--- src/logic/fxal_top.sv ---
// extended address forming for a serial flash command decoder
// ------------------------------------------------------------
// ------------------------------------------------------------

package fxal_pkg;
    // ------------------------------------------------------------
    // command classes as given by the opcode decoder
    // ------------------------------------------------------------
    typedef enum logic [2:0] {
        FXAL_CMD_LEGACY = 3'h0, // legacy array command
        FXAL_CMD_NEW4B = 3'h1,  // newer array command, 4-byte address
        FXAL_CMD_BANKWR = 3'h2, // load bank register from next byte
        FXAL_CMD_IDREAD = 3'h3, // identification_read_command
        FXAL_CMD_OTHER = 3'h4   // other address space, e.g. otp
    } fxal_cmd_t;

    // address space tags on the output
    typedef enum logic [1:0] {
        FXAL_SP_ARRAY = 2'h0,
        FXAL_SP_ID = 2'h1,
        FXAL_SP_OTHER = 2'h2
    } fxal_space_t;

    // sequencer states
    typedef enum logic [1:0] {
        FXAL_ST_IDLE = 2'h0,
        FXAL_ST_ADDR = 2'h1,
        FXAL_ST_BANK = 2'h2
    } fxal_state_t;

    // ------------------------------------------------------------
    // field layout and reset values
    // ------------------------------------------------------------
    localparam int FXAL_BANK_EXT_BIT = 7;         // extended mode bit
    localparam logic [7:0] FXAL_BANK_RST = 8'h00; // bank reset value
    localparam logic [2:0] FXAL_LEN_SHORT = 3'h3; // legacy byte count
    localparam logic [2:0] FXAL_LEN_LONG = 3'h4;  // extended byte count
    localparam int FXAL_LOW_ADDR_W = 24;          // bits kept in low part
endpackage : fxal_pkg

module fxal_top
    import fxal_pkg::*;
#(
    parameter bit LOW_DENSITY = 1'b0 // 1: array uses only 24 bits
) (
    input wire logic clk_sys,
    input wire logic sys_rst,
    input wire logic cmd_start,
    input wire logic [2:0] cmd_kind,
    input wire logic cmd_is_write,
    input wire logic cmd_end,
    input wire logic byte_valid,
    input wire logic [7:0] byte_data,
    output logic addr_valid,
    output logic [31:0] addr_out,
    output logic [1:0] addr_space,
    output logic write_allow,
    output logic id_write_reject,
    output logic [7:0] bank_out,
    output logic ext_mode,
    output logic addr_len4
);
    // ------------------------------------------------------------
    // declarations
    // ------------------------------------------------------------
    fxal_state_t state_reg; // sequencer state
    fxal_state_t state_next;
    fxal_cmd_t kind_reg; // class of the command in flight
    fxal_cmd_t kind_next;
    logic wr_reg; // command in flight writes
    logic wr_next;
    logic [7:0] bank_reg; // bank register with mode bit
    logic [7:0] bank_next;
    logic [2:0] need_reg; // address bytes this command takes
    logic [2:0] need_next;
    logic valid_reg; // one-cycle address strobe
    logic valid_next;
    logic [31:0] addr_reg; // formed effective address
    logic [31:0] addr_next;
    logic [1:0] space_reg; // space tag of addr_reg
    logic [1:0] space_next;
    logic wallow_reg; // write permitted at this address
    logic wallow_next;
    logic reject_reg; // pulse: write to id space refused
    logic reject_next;
    logic len4_reg; // current command takes four bytes
    logic len4_next;
    logic sh_clear; // restart address collection
    logic sh_shift; // take one address byte
    logic [31:0] sh_value; // collected address bytes
    logic [2:0] sh_count; // address bytes collected
    logic [31:0] full_addr; // address as the command formed it
    logic ext_on; // extended mode currently set
    logic take_long; // command class needs four bytes

    // ------------------------------------------------------------
    // address byte collector
    // ------------------------------------------------------------
    fxal_addr_shift #(
        .WIDTH(32),
        .CNT_W(3)
    ) u_shift (
        .clk_sys(clk_sys),
        .sys_rst(sys_rst),
        .clear(sh_clear),
        .shift(sh_shift),
        .byte_in(byte_data),
        .value(sh_value),
        .count(sh_count)
    );

    // ------------------------------------------------------------
    // address forming
    // ------------------------------------------------------------
    assign ext_on = bank_reg[FXAL_BANK_EXT_BIT];

    // length decision for the arriving command class
    always_comb begin
        case (fxal_cmd_t'(cmd_kind))
            FXAL_CMD_LEGACY: take_long = ext_on;
            FXAL_CMD_NEW4B: take_long = 1'b1;
            FXAL_CMD_OTHER: take_long = 1'b1;
            default: take_long = 1'b0;
        endcase
    end

    // short address: bank bits above, 24 received bits below
    always_comb begin
        if (need_reg == FXAL_LEN_SHORT) begin
            full_addr = {1'b0, bank_reg[6:0],
                sh_value[FXAL_LOW_ADDR_W-1:0]};
        end else begin
            full_addr = sh_value;
        end
    end

    // ------------------------------------------------------------
    // sequencer: next values
    // ------------------------------------------------------------
    always_comb begin
        state_next = state_reg;
        kind_next = kind_reg;
        wr_next = wr_reg;
        bank_next = bank_reg;
        need_next = need_reg;
        valid_next = 1'b0;
        addr_next = addr_reg;
        space_next = space_reg;
        wallow_next = wallow_reg;
        reject_next = 1'b0;
        len4_next = len4_reg;
        sh_clear = 1'b0;
        sh_shift = 1'b0;
        if (cmd_start) begin
            // a new command restarts whatever was in flight
            sh_clear = 1'b1;
            kind_next = fxal_cmd_t'(cmd_kind);
            wr_next = cmd_is_write;
            need_next = take_long ? FXAL_LEN_LONG : FXAL_LEN_SHORT;
            len4_next = take_long;
            case (fxal_cmd_t'(cmd_kind))
                FXAL_CMD_BANKWR: begin
                    state_next = FXAL_ST_BANK;
                end
                FXAL_CMD_IDREAD: begin
                    // id space opens at zero, never writable
                    state_next = FXAL_ST_IDLE;
                    valid_next = 1'b1;
                    addr_next = '0;
                    space_next = FXAL_SP_ID;
                    wallow_next = 1'b0;
                    reject_next = cmd_is_write;
                end
                FXAL_CMD_LEGACY, FXAL_CMD_NEW4B, FXAL_CMD_OTHER: begin
                    state_next = FXAL_ST_ADDR;
                end
                default: begin
                    state_next = FXAL_ST_IDLE;
                end
            endcase
        end else if (cmd_end) begin
            state_next = FXAL_ST_IDLE;
        end else begin
            case (state_reg)
                FXAL_ST_IDLE: begin
                    state_next = FXAL_ST_IDLE;
                end
                FXAL_ST_ADDR: begin
                    sh_shift = byte_valid;
                    if (sh_count == need_reg) begin
                        // all address bytes in: publish the address
                        state_next = FXAL_ST_IDLE;
                        valid_next = 1'b1;
                        wallow_next = wr_reg;
                        if (kind_reg == FXAL_CMD_OTHER) begin
                            space_next = FXAL_SP_OTHER;
                            addr_next = full_addr;
                        end else begin
                            space_next = FXAL_SP_ARRAY;
                            addr_next = full_addr;
                            if (LOW_DENSITY) begin
                                addr_next[31:FXAL_LOW_ADDR_W] =
                                    8'h00;
                            end
                        end
                    end
                end
                FXAL_ST_BANK: begin
                    if (byte_valid) begin
                        bank_next = byte_data;
                        state_next = FXAL_ST_IDLE;
                    end
                end
                default: begin
                    state_next = FXAL_ST_IDLE;
                end
            endcase
        end
    end

    // ------------------------------------------------------------
    // sequencer: registers
    // ------------------------------------------------------------
    always_ff @(posedge clk_sys or posedge sys_rst) begin
        if (sys_rst) begin
            state_reg <= FXAL_ST_IDLE;
            kind_reg <= FXAL_CMD_LEGACY;
            wr_reg <= 1'b0;
            bank_reg <= FXAL_BANK_RST;
            need_reg <= FXAL_LEN_SHORT;
            valid_reg <= 1'b0;
            addr_reg <= '0;
            space_reg <= FXAL_SP_ARRAY;
            wallow_reg <= 1'b0;
            reject_reg <= 1'b0;
            len4_reg <= 1'b0;
        end else begin
            state_reg <= state_next;
            kind_reg <= kind_next;
            wr_reg <= wr_next;
            bank_reg <= bank_next;
            need_reg <= need_next;
            valid_reg <= valid_next;
            addr_reg <= addr_next;
            space_reg <= space_next;
            wallow_reg <= wallow_next;
            reject_reg <= reject_next;
            len4_reg <= len4_next;
        end
    end

    // ------------------------------------------------------------
    // outputs, all straight from flip-flops
    // ------------------------------------------------------------
    assign addr_valid = valid_reg;
    assign addr_out = addr_reg;
    assign addr_space = space_reg;
    assign write_allow = wallow_reg;
    assign id_write_reject = reject_reg;
    assign bank_out = bank_reg;
    assign ext_mode = bank_reg[FXAL_BANK_EXT_BIT];
    assign addr_len4 = len4_reg;
endmodule : fxal_top

--- src/logic/fxal_addr_shift.sv ---
// byte-wise address shift register with a received-byte count
module fxal_addr_shift #(
    parameter int WIDTH = 32,
    parameter int CNT_W = 3
) (
    input wire logic clk_sys,
    input wire logic sys_rst,
    input wire logic clear,
    input wire logic shift,
    input wire logic [7:0] byte_in,
    output logic [WIDTH-1:0] value,
    output logic [CNT_W-1:0] count
);
    // ------------------------------------------------------------
    // state
    // ------------------------------------------------------------
    logic [WIDTH-1:0] value_reg; // collected address, msb first
    logic [WIDTH-1:0] value_next;
    logic [CNT_W-1:0] count_reg; // bytes taken since clear
    logic [CNT_W-1:0] count_next;

    // next value: clear wins, else shift a byte in at the bottom
    always_comb begin
        value_next = value_reg;
        count_next = count_reg;
        if (clear) begin
            value_next = '0;
            count_next = '0;
        end else if (shift) begin
            value_next = {value_reg[WIDTH-9:0], byte_in};
            count_next = count_reg + CNT_W'(1);
        end
    end

    // registers only
    always_ff @(posedge clk_sys or posedge sys_rst) begin
        if (sys_rst) begin
            value_reg <= '0;
            count_reg <= '0;
        end else begin
            value_reg <= value_next;
            count_reg <= count_next;
        end
    end

    assign value = value_reg;
    assign count = count_reg;
endmodule : fxal_addr_shift

--- config.mk ---
export PLATFORM = sky130hd
export DESIGN_NAME = fxal_top
export DESIGN_NICKNAME = d
export VERILOG_FILES = /design/src/logic/fxal_top.sv /design/src/logic/fxal_addr_shift.sv
export SDC_FILE = /design/constraint.sdc
export NUM_CORES = 1
export LEC_CHECK = 0
export BUFFER_PORTS_ARGS = -buffer_cell sky130_fd_sc_hd__buf_2
export CAP_MARGIN = 20
export CELL_PAD_IN_SITES_DETAIL_PLACEMENT = 1
export CELL_PAD_IN_SITES_GLOBAL_PLACEMENT = 2
export CORE_ASPECT_RATIO = 2
export CORE_MARGIN = 1
export CORE_UTILIZATION = 35
export DETAILED_ROUTE_END_ITERATION = 6
export PLACE_DENSITY_LB_ADDON = 0.1
export SLEW_MARGIN = 25
export SYNTH_ARGS = -nofsm -noshare
export SYNTH_HDL_FRONTEND = slang
export SYNTH_SLANG_ARGS = --single-unit
--- constraint.sdc ---
create_clock -name clk_sys -period 5.76 [get_ports clk_sys]
set_input_delay 0.576 -clock clk_sys [delete_from_list [all_inputs] [get_ports clk_sys]]
set_output_delay 0.576 -clock clk_sys [all_outputs]
set_load 0.03 [all_outputs]
* Yosys cells after proc, flatten, opt, wreduce, memory -nomap -nowiden
Cells that the tools add are included.
** Storage, ports and cells
- Register bits after elaboration :: 90
- Bits of input ports :: 17
- Output and inout bits :: 47
- Logic and storage cells :: 78
** Cells by class
- Add/subtract/negate cells :: 1
- Equal/unequal tests :: 13
- Muxes and demuxes :: 40
- Bitwise gates (word level) :: 2
- Reduce and logical (&&, ||, !) cells :: 9
** Operators with widths (number)
- 2-to-1 mux 32 bit :: 8
- 2-to-1 mux 2 bit :: 10
- 2-to-1 mux 1 bit :: 16
- == test 3 x 2 -> 1 bit (second input constant) :: 3
- 2-to-1 mux 3 bit :: 3
- inequality test 4 bit (second input constant) :: 2
- one-hot mux 2 bit (2 select lines) :: 2
- AND reduction 4 bit :: 2
- == test 3 bit (second input constant) :: 2
- nonzero test 2 bit :: 3
- adder 3 x 1 -> 3 bit (second input constant) :: 1
- == test 3 x 1 -> 1 bit (second input constant) :: 1
- == test 3 bit :: 1
- zero test 3 bit :: 1
- OR reduction 3 bit :: 1
- == test 2 x 1 -> 1 bit (second input constant) :: 1
- == test 2 bit (second input constant) :: 1
- inequality test 2 x 1 -> 1 bit (second input constant) :: 1
- inequality test 2 bit (second input constant) :: 1
- inverter 1 bit :: 2
- one-hot mux 1 bit (2 select lines) :: 1
- AND reduction 2 bit :: 1
- OR reduction 2 bit :: 1

* Longest topological paths before layout
Gate-level depths: netlist of run 1.
- Word-level depth :: 6
- Depth in mapped cells :: 6
- Depth with buffers taken out :: 4

* Cells and area by module
Synthesis of run 1 repeated with hierarchy kept, for this count alone.
** Second synthesis, totals
- Cells, all modules :: 328
- Area, all modules :: 3753.6 um2
** Modules (own cells, without submodules)
- fxal_top :: times used 1, cells each 212, area each 2273.4 um2, sequential area each 1327.5 um2
- fxal_addr_shift :: times used 1, cells each 116, area each 1480.2 um2, sequential area each 875.8 um2

* Worst setup path after synthesis of run 1
Ideal clock, no wire load.
- Path type :: input to register
- From :: input cmd_start
- To :: register addr_reg[31], in the netlist addr_out[31]
- Arrival :: 1587 ps
- Path slack :: 4036 ps
- Cell stages on the path :: 6
- Buffers on the path :: 2
- Cells stage by stage :: buf_6 > nor4b_4 > o211ai_2 > clkbuf_1 > nand3_1 > o41ai_2
** Between the ends
- Cells in the longest elaborated chain, start to end :: 2
** Ends and longest elaborated chain
- start, declared :: RTL line fxal_top.sv:48 : input wire logic cmd_start,
- inequality test 2 x 1 -> 1 bit (no source line) (tied with other cells)
- AND reduction 4 bit (no source line)
- end signal, assigned :: RTL line fxal_top.sv:244 : addr_reg <= addr_next;
- end, declared :: RTL line fxal_top.sv:78 : logic [31:0] addr_reg;
Several ways; a longest one is shown, not always the timed one.
A chain may end at the register's enable or synchronous reset.

==> impl_metrics.tcl, run 1 <==
set metrics [dict create \
    grt_pass1_vias 2875 \
    ys_warn_count 0 \
    areaGrowthSynthToFinish_pct 18.5 \
    seqPwrFrac_pct 50.3 \
    syn_avg_cell_area_um2 10.1 \
    die_area_um2 10900 \
    h-tree-depth 3 \
    layout.nets 431 \
    synth.distinct_cells 35 \
    muxShareOfSynthArea_pct 5.29 \
    rows 52 \
    slew_headroom_pct 30.2 \
    core_area_um2 10100 \
    tightest_slew_ns 1.05 \
    combPwrFrac_pct 8.7 \
    fin_util_pct 42.8 \
    wirelength_um 9380 \
    power_w 0.00129 \
    tritoncts "done" \
    synth_top_family_by_area "simple AND/OR/NAND/NOR gates" \
    min_path_type "in2async" \
    synth_top_cell_by_area "dfrtp_1" \
    synth_top_area_share_pct 59.4 \
    fillCellCount 1212 \
    cp_cell_sequence "buf_2 -> inv_1 -> a211oi_1 -> o31ai_1 -> o21a_1" \
    required_ns 6.03 \
    syn_area_um2 3670 \
    numCtsBuffers 9 \
    dpl.hpwl_um 6500 \
    layout_min_cycle_time_ns 2.61 \
    dr.pass1.iters 4 \
    crit_slowest_cell "buf_2" \
    setup_viol 0 \
    status "finished, final reports clean" \
    rr_startpoint "u_shift.count[0]$_DFFE_PP0P_" \
    clk_latency_ns 0.34 \
    n_antenna_cell 0 \
    synth-compound-area-share_pct 11.7 \
    place.gp.congestion 0.705 \
    viasPerCell 5.03 \
    grt_overflow 0 \
    max_stage_delay_ns 0.77 \
    powerDensity_nw_per_um2 297 \
    clockRootBuffer "clkbuf_16" \
    synth_adder_area_share_pct 0.341 \
    seq_area_frac_synth_pct 60.1 \
    synthSimpleGateAreaFrac_pct 17.6 \
    vias 2781 \
    ys_ff_latch 88 \
    ant_nets 0 \
    holdBufCountCts 0 \
    start_util_pct 36.1 \
    internal_power_w 0.000959 \
    drtIter0Drc 206 \
    synthXorXnorAreaFrac_pct 0.717 \
    clk_path_buf_depth 2 \
    finalSetupTns_ns 0 \
    syn-num-nets 382 \
    vdd_ir_drop_max_mv 0.154 \
    reg2reg_to "addr_out[2]$_DFFE_PP0P_" \
    rsz0062_at_grt "false" \
    cts_resized 0 \
    cts.sinks 88 \
    crit_start "cmd_start" \
    synth_area_leaders "dfrtp_1, nand2_1, nand3_1" \
    drive_above_1_share_pct 24.2 \
    crit_path_end_kind "flop" \
    place_inst 537 \
    path_max_fanout 52 \
    p_sw_w 0.000331 \
    finalHoldViolCount 0 \
    dieWidth_um 74.4 \
    drc 0 \
    p_leak_nw 2.02 \
    crit_type "in2reg" \
    grt_max_degree 76 \
    rr_worst_depth 4 \
    timing.fmax_mhz 384 \
    hold_slack_ns 0.154 \
    r2r_slack_ns 3.66 \
    portBuffers 63 \
    skew_ns 0.00729 \
    grt_pass1_wl_um 15400 \
    fin_crit_sh_pct 45.3 \
    synthCells 364 \
    die_y_um 147 \
    worstPathArrival_ns 2.88 \
    antenna_found_initial 0 \
    path_clk_slew_ns 0.06 \
    startpoint_type "primary input" \
    slew_viol_final 0 \
    crit_end "need_reg[1]$_DFFE_PP1P_" \
    clock_power_share_pct 41.0 \
    postCtsSetupBuffers 0 \
    drv_cap 0 \
    wire_per_inst_um 17.0 \
    final_cells 553 \
    ios 64 \
    switching_share_pct 25.7 \
    grt_usage_pct 18.8 \
]
[power by group through the flow]
stage / Combinational, W / Clock [W] / Sequential [W]
after floorplan: 0.0000564 / 0 / 0.000679
after global placement: 0.000113 / 0 / 0.000661
after detailed placement: 0.000115 / 0 / 0.000661
after CTS: 0.000115 / 0.000544 / 0.000650
after global routing: 0.000122 / 0.000564 / 0.000652
final: 0.000112 / 0.000529 / 0.000649
[synthesized netlist by cell type]
master and count:
nor4bb_1 1, a21oi_1 32, mux2_2 11, nor2_1 4, and3_1 1, buf_4 1, xor2_1 1, a211oi_1 1
nand4b_1 2, buf_1 1, clkbuf_1 20, dfstp_2 1, nor2b_1 1, o211ai_2 1, dfrtp_1 87, nor3_1 1
o41ai_2 1, o31ai_1 8, buf_6 2, nand4bb_1 1, xnor2_1 2, nand2b_1 1, a21o_1 1, inv_1 5
buf_2 5, nor4b_4 1, mux2i_1 7, or4b_2 1, nand3b_1 1, o21ai_0 30, nand2_1 94, o21a_1 1
ha_1 1, nand3_1 35, o32ai_1 1
[cell families after synthesis]
kind of cell | count (synthesis)
AND/OR/NAND/NOR | 144
buffers and inverters | 34
XOR/XNOR | 3
adder cells (fa/ha/maj) | 1
flip-flops | 88
multiplexers | 18
AO/OA/AOI/OAI | 76
[worst max-delay path: cells and delay by family]
kind / cells / cell delay, ns
buffers and inverters: 2 / 1.49
AOI/OAI and AO/OA: 3 / 0.80
[layout make-up]
class,count,area [µm²],area share [%]
clock buffers,10,229,5.27
multi-input cells,242,1340,30.8
flip-flops and latches,88,2200,50.7
well taps,135,169,3.89
repair buffers,67,349,8.03
inverters,5,20.0,0.461
clock inverters,6,36.3,0.835
[routing by layer]
layer / track usage, % / wire [µm] / vias up
met5: 0 / 0 / -
li1: - / - / 1334
met2: 31.8 / 5120 / 49
met1: 23.4 / 3900 / 1391
met4: 6.23 / 104 / 0
met3: 3.70 / 255 / 7
[worst min-delay path by stage]
stage                                          from                         to  cells past startpoint
after global routing                        sys_rst   addr_out[22]$_DFFE_PP0P_                      2
after CTS                                   sys_rst   addr_out[20]$_DFFE_PP0P_                      2
after detailed placement  addr_space[0]$_DFFE_PP0P_  addr_space[0]$_DFFE_PP0P_                      2
after global placement    addr_space[0]$_DFFE_PP0P_  addr_space[0]$_DFFE_PP0P_                      2
final                                       sys_rst   addr_out[22]$_DFFE_PP0P_                      2
after floorplan                  wr_reg$_DFFE_PP0P_         wr_reg$_DFFE_PP0P_                      2
[through the flow]
| step | setup WS [ns] | cell area (µm²) |
|---|---|---|
| after detailed placement | 2.78 | 4080 |
| after floorplan | 2.91 | 3670 |
| after global placement | 2.81 | 4080 |
| final | 3.15 | 4350 |
| after global routing | 2.90 | 4350 |
| after CTS | 3.13 | 4340 |
[placed cells by master, fill, tap and decap left out, drive strengths merged, types with 2 or more instances in the layout]
master and n:
buf 67, clkinv 6, o21ai 30, inv 4
xnor2 2, a21oi 32, o31ai 8, dfrtp 87
mux2 11, clkbuf 10, nand2 94, nor2 4
nand4b 2, mux2i 7, nand3 35
Power figures use the tool's default switching activity.
==> run 2: changes to the inputs <==
--- a/config.mk
+++ b/config.mk
@@ -11,7 +11,7 @@
 export CELL_PAD_IN_SITES_GLOBAL_PLACEMENT = 2
 export CORE_ASPECT_RATIO = 2
 export CORE_MARGIN = 1
-export CORE_UTILIZATION = 35
+export CORE_UTILIZATION = 31
 export DETAILED_ROUTE_END_ITERATION = 6
 export PLACE_DENSITY_LB_ADDON = 0.1
 export SLEW_MARGIN = 25
==> constraint.sdc (replaced) <==
create_clock -name clk_sys -period 2.2 [get_ports clk_sys]
set_input_delay 0.22 -clock clk_sys [delete_from_list [all_inputs] [get_ports clk_sys]]
set_output_delay 0.22 -clock clk_sys [all_outputs]
set_load 0.03 [all_outputs]
==> run 2 against run 1 <==
Sequential power rose to 2.6 times the previous value. Combinational power rose to 2.7 times the previous value. Non-clock buffer count up 7. Largest power group unchanged. Highest routed layer unchanged. Die area up 13%.
==> impl_metrics.tcl, run 2 (synthesized netlist as in run 1, its figures left out) <==
set metrics [dict create \
    status "finished, final reports clean" \
    die_y_um 156 \
    antenna_found_initial 0 \
    final_cell_mix "nand2_1, dfrtp_1, buf_2" \
    place_inst 550 \
    fin_util_pct 38.9 \
    start_util_pct 32.1 \
    r2r_slack_ns 0.59 \
    timing.fmax_mhz 622 \
    dieWidth_um 78.9 \
    wire_per_inst_um 16.8 \
    grt_overflow 0 \
    reg2reg_to "addr_out[31]$_DFFE_PP0P_" \
    finalHoldViolCount 0 \
    rr_startpoint "u_shift.count[0]$_DFFE_PP0P_" \
    drv_cap 0 \
    viasPerCell 4.89 \
    cts_resized 0 \
    startpoint_type "flop" \
    required_ns 2.43 \
    dpl_cell_area_um2 4150 \
    die_area_um2 12300 \
    fin_crit_sh_pct 73.0 \
    ant_nets 0 \
    drtIter0Drc 189 \
    grt_max_degree 70 \
    tritoncts "done" \
    powerDensity_nw_per_um2 777 \
    final_common_cell "nand2_1" \
    vdd_ir_drop_max_mv 0.483 \
    grt_pass1_wl_um 15600 \
    dr.pass1.iters 4 \
    setup_viol 0 \
    clk_path_buf_depth 2 \
    numCtsBuffers 9 \
    h-tree-depth 3 \
    n_antenna_cell 0 \
    fin_ws_ns 0.593 \
    slew_viol_final 0 \
    crit_start "u_shift.count[0]$_DFFE_PP0P_" \
    place.gp.congestion 0.752 \
    wirelength_um 9520 \
    grt_usage_pct 16.8 \
    path_clk_slew_ns 0.06 \
    rr_worst_depth 4 \
    min_path_type "in2reg" \
    drc 0 \
    p_leak_nw 2.06 \
    layout_min_cycle_time_ns 1.61 \
    finalSetupTns_ns 0 \
    final_cells 567 \
    crit_type "reg2reg" \
    final_area_um2 4450 \
    cts.sinks 88 \
    tightest_slew_ns 0.475 \
    clockRootBuffer "clkbuf_16" \
    clk_latency_ns 0.33 \
    skew_ns 0.00665 \
    vias 2770 \
    crit_end "addr_out[31]$_DFFE_PP0P_" \
    drive_above_1_share_pct 24.9 \
    areaGrowthSynthToFinish_pct 21.3 \
    grt_pass1_vias 2808 \
    core_area_um2 11400 \
    portBuffers 63 \
    crit_path_end_kind "flop" \
    slew_headroom_pct 68.2 \
    rsz0062_at_grt "false" \
    worstPathArrival_ns 1.83 \
    rows 55 \
    layout.nets 438 \
    place_ws_ns 0.581 \
    ios 64 \
    dpl.hpwl_um 6720 \
    path_max_fanout 18 \
]
## run 2: power by group
group	internal, W	switching (W)	total, W
Sequential	0.00166	0.0000438	0.00171
Combinational	0.0000975	0.000204	0.000301
Clock	0.000828	0.000621	0.00145
Total	0.00259	0.000868	0.00346
## run 2: metal layers
| metal | track usage (%) | share of wire [%] | vias up | wire length [µm] |
|---|---|---|---|---|
| met2 | 28.3 | 51 | 48 | 4860 |
| met1 | 21.3 | 45 | 1363 | 4260 |
| met5 | 0 | 0 | - | 0 |
| met4 | 6.58 | 1.9 | 0 | 180 |
| li1 | - | - | 1347 | - |
| met3 | 2.57 | 2.4 | 12 | 229 |
## run 2: metrics by stage
step / hold WS, ns / power, W
after floorplan: 0.311 / 0.00192
after global placement: 0.280 / 0.00204
after detailed placement: 0.280 / 0.00205
after CTS: 0.113 / 0.00352
after global routing: 0.136 / 0.00361
final: 0.123 / 0.00346
## run 2: worst max-delay path: stages, from the launching register on
cell	delay, ns
dfrtp_1	0.42
nor3_1	0.42
o211ai_4	0.14
buf_4	0.22
o41ai_2	0.29
## run 2: how the worst min path moves through the flow
stage / start / endpoint / slack (ns) / depth (start not counted)
global route: cmd_is_write / id_write_reject$_DFF_PP0_ / 0.14 / 3
detailed placement: sys_rst / addr_out[19]$_DFFE_PP0P_ / 0.28 / 2
finish: cmd_is_write / id_write_reject$_DFF_PP0_ / 0.12 / 3
global placement: sys_rst / addr_out[19]$_DFFE_PP0P_ / 0.28 / 2
floorplan: byte_valid / state_reg[1]$_DFFE_PP0P_ / 0.31 / 1
CTS: cmd_is_write / id_write_reject$_DFF_PP0_ / 0.11 / 3
## run 2: area by class of cell
type                    instances  area, µm²
repair buffers                 74        425
multi-input cells             242       1330
well taps                     142        178
flip-flops and latches         88       2200
clock inverters                 4       28.8
clock buffers                  12        256
inverters                       5       22.5
fillers                      1366       6980
## run 2: timing repair
item	CTS	global route
setup buffers	0	0
hold endpoints to repair	19	0
hold buffers	1	0
endpoints found under the setup margin	0	0
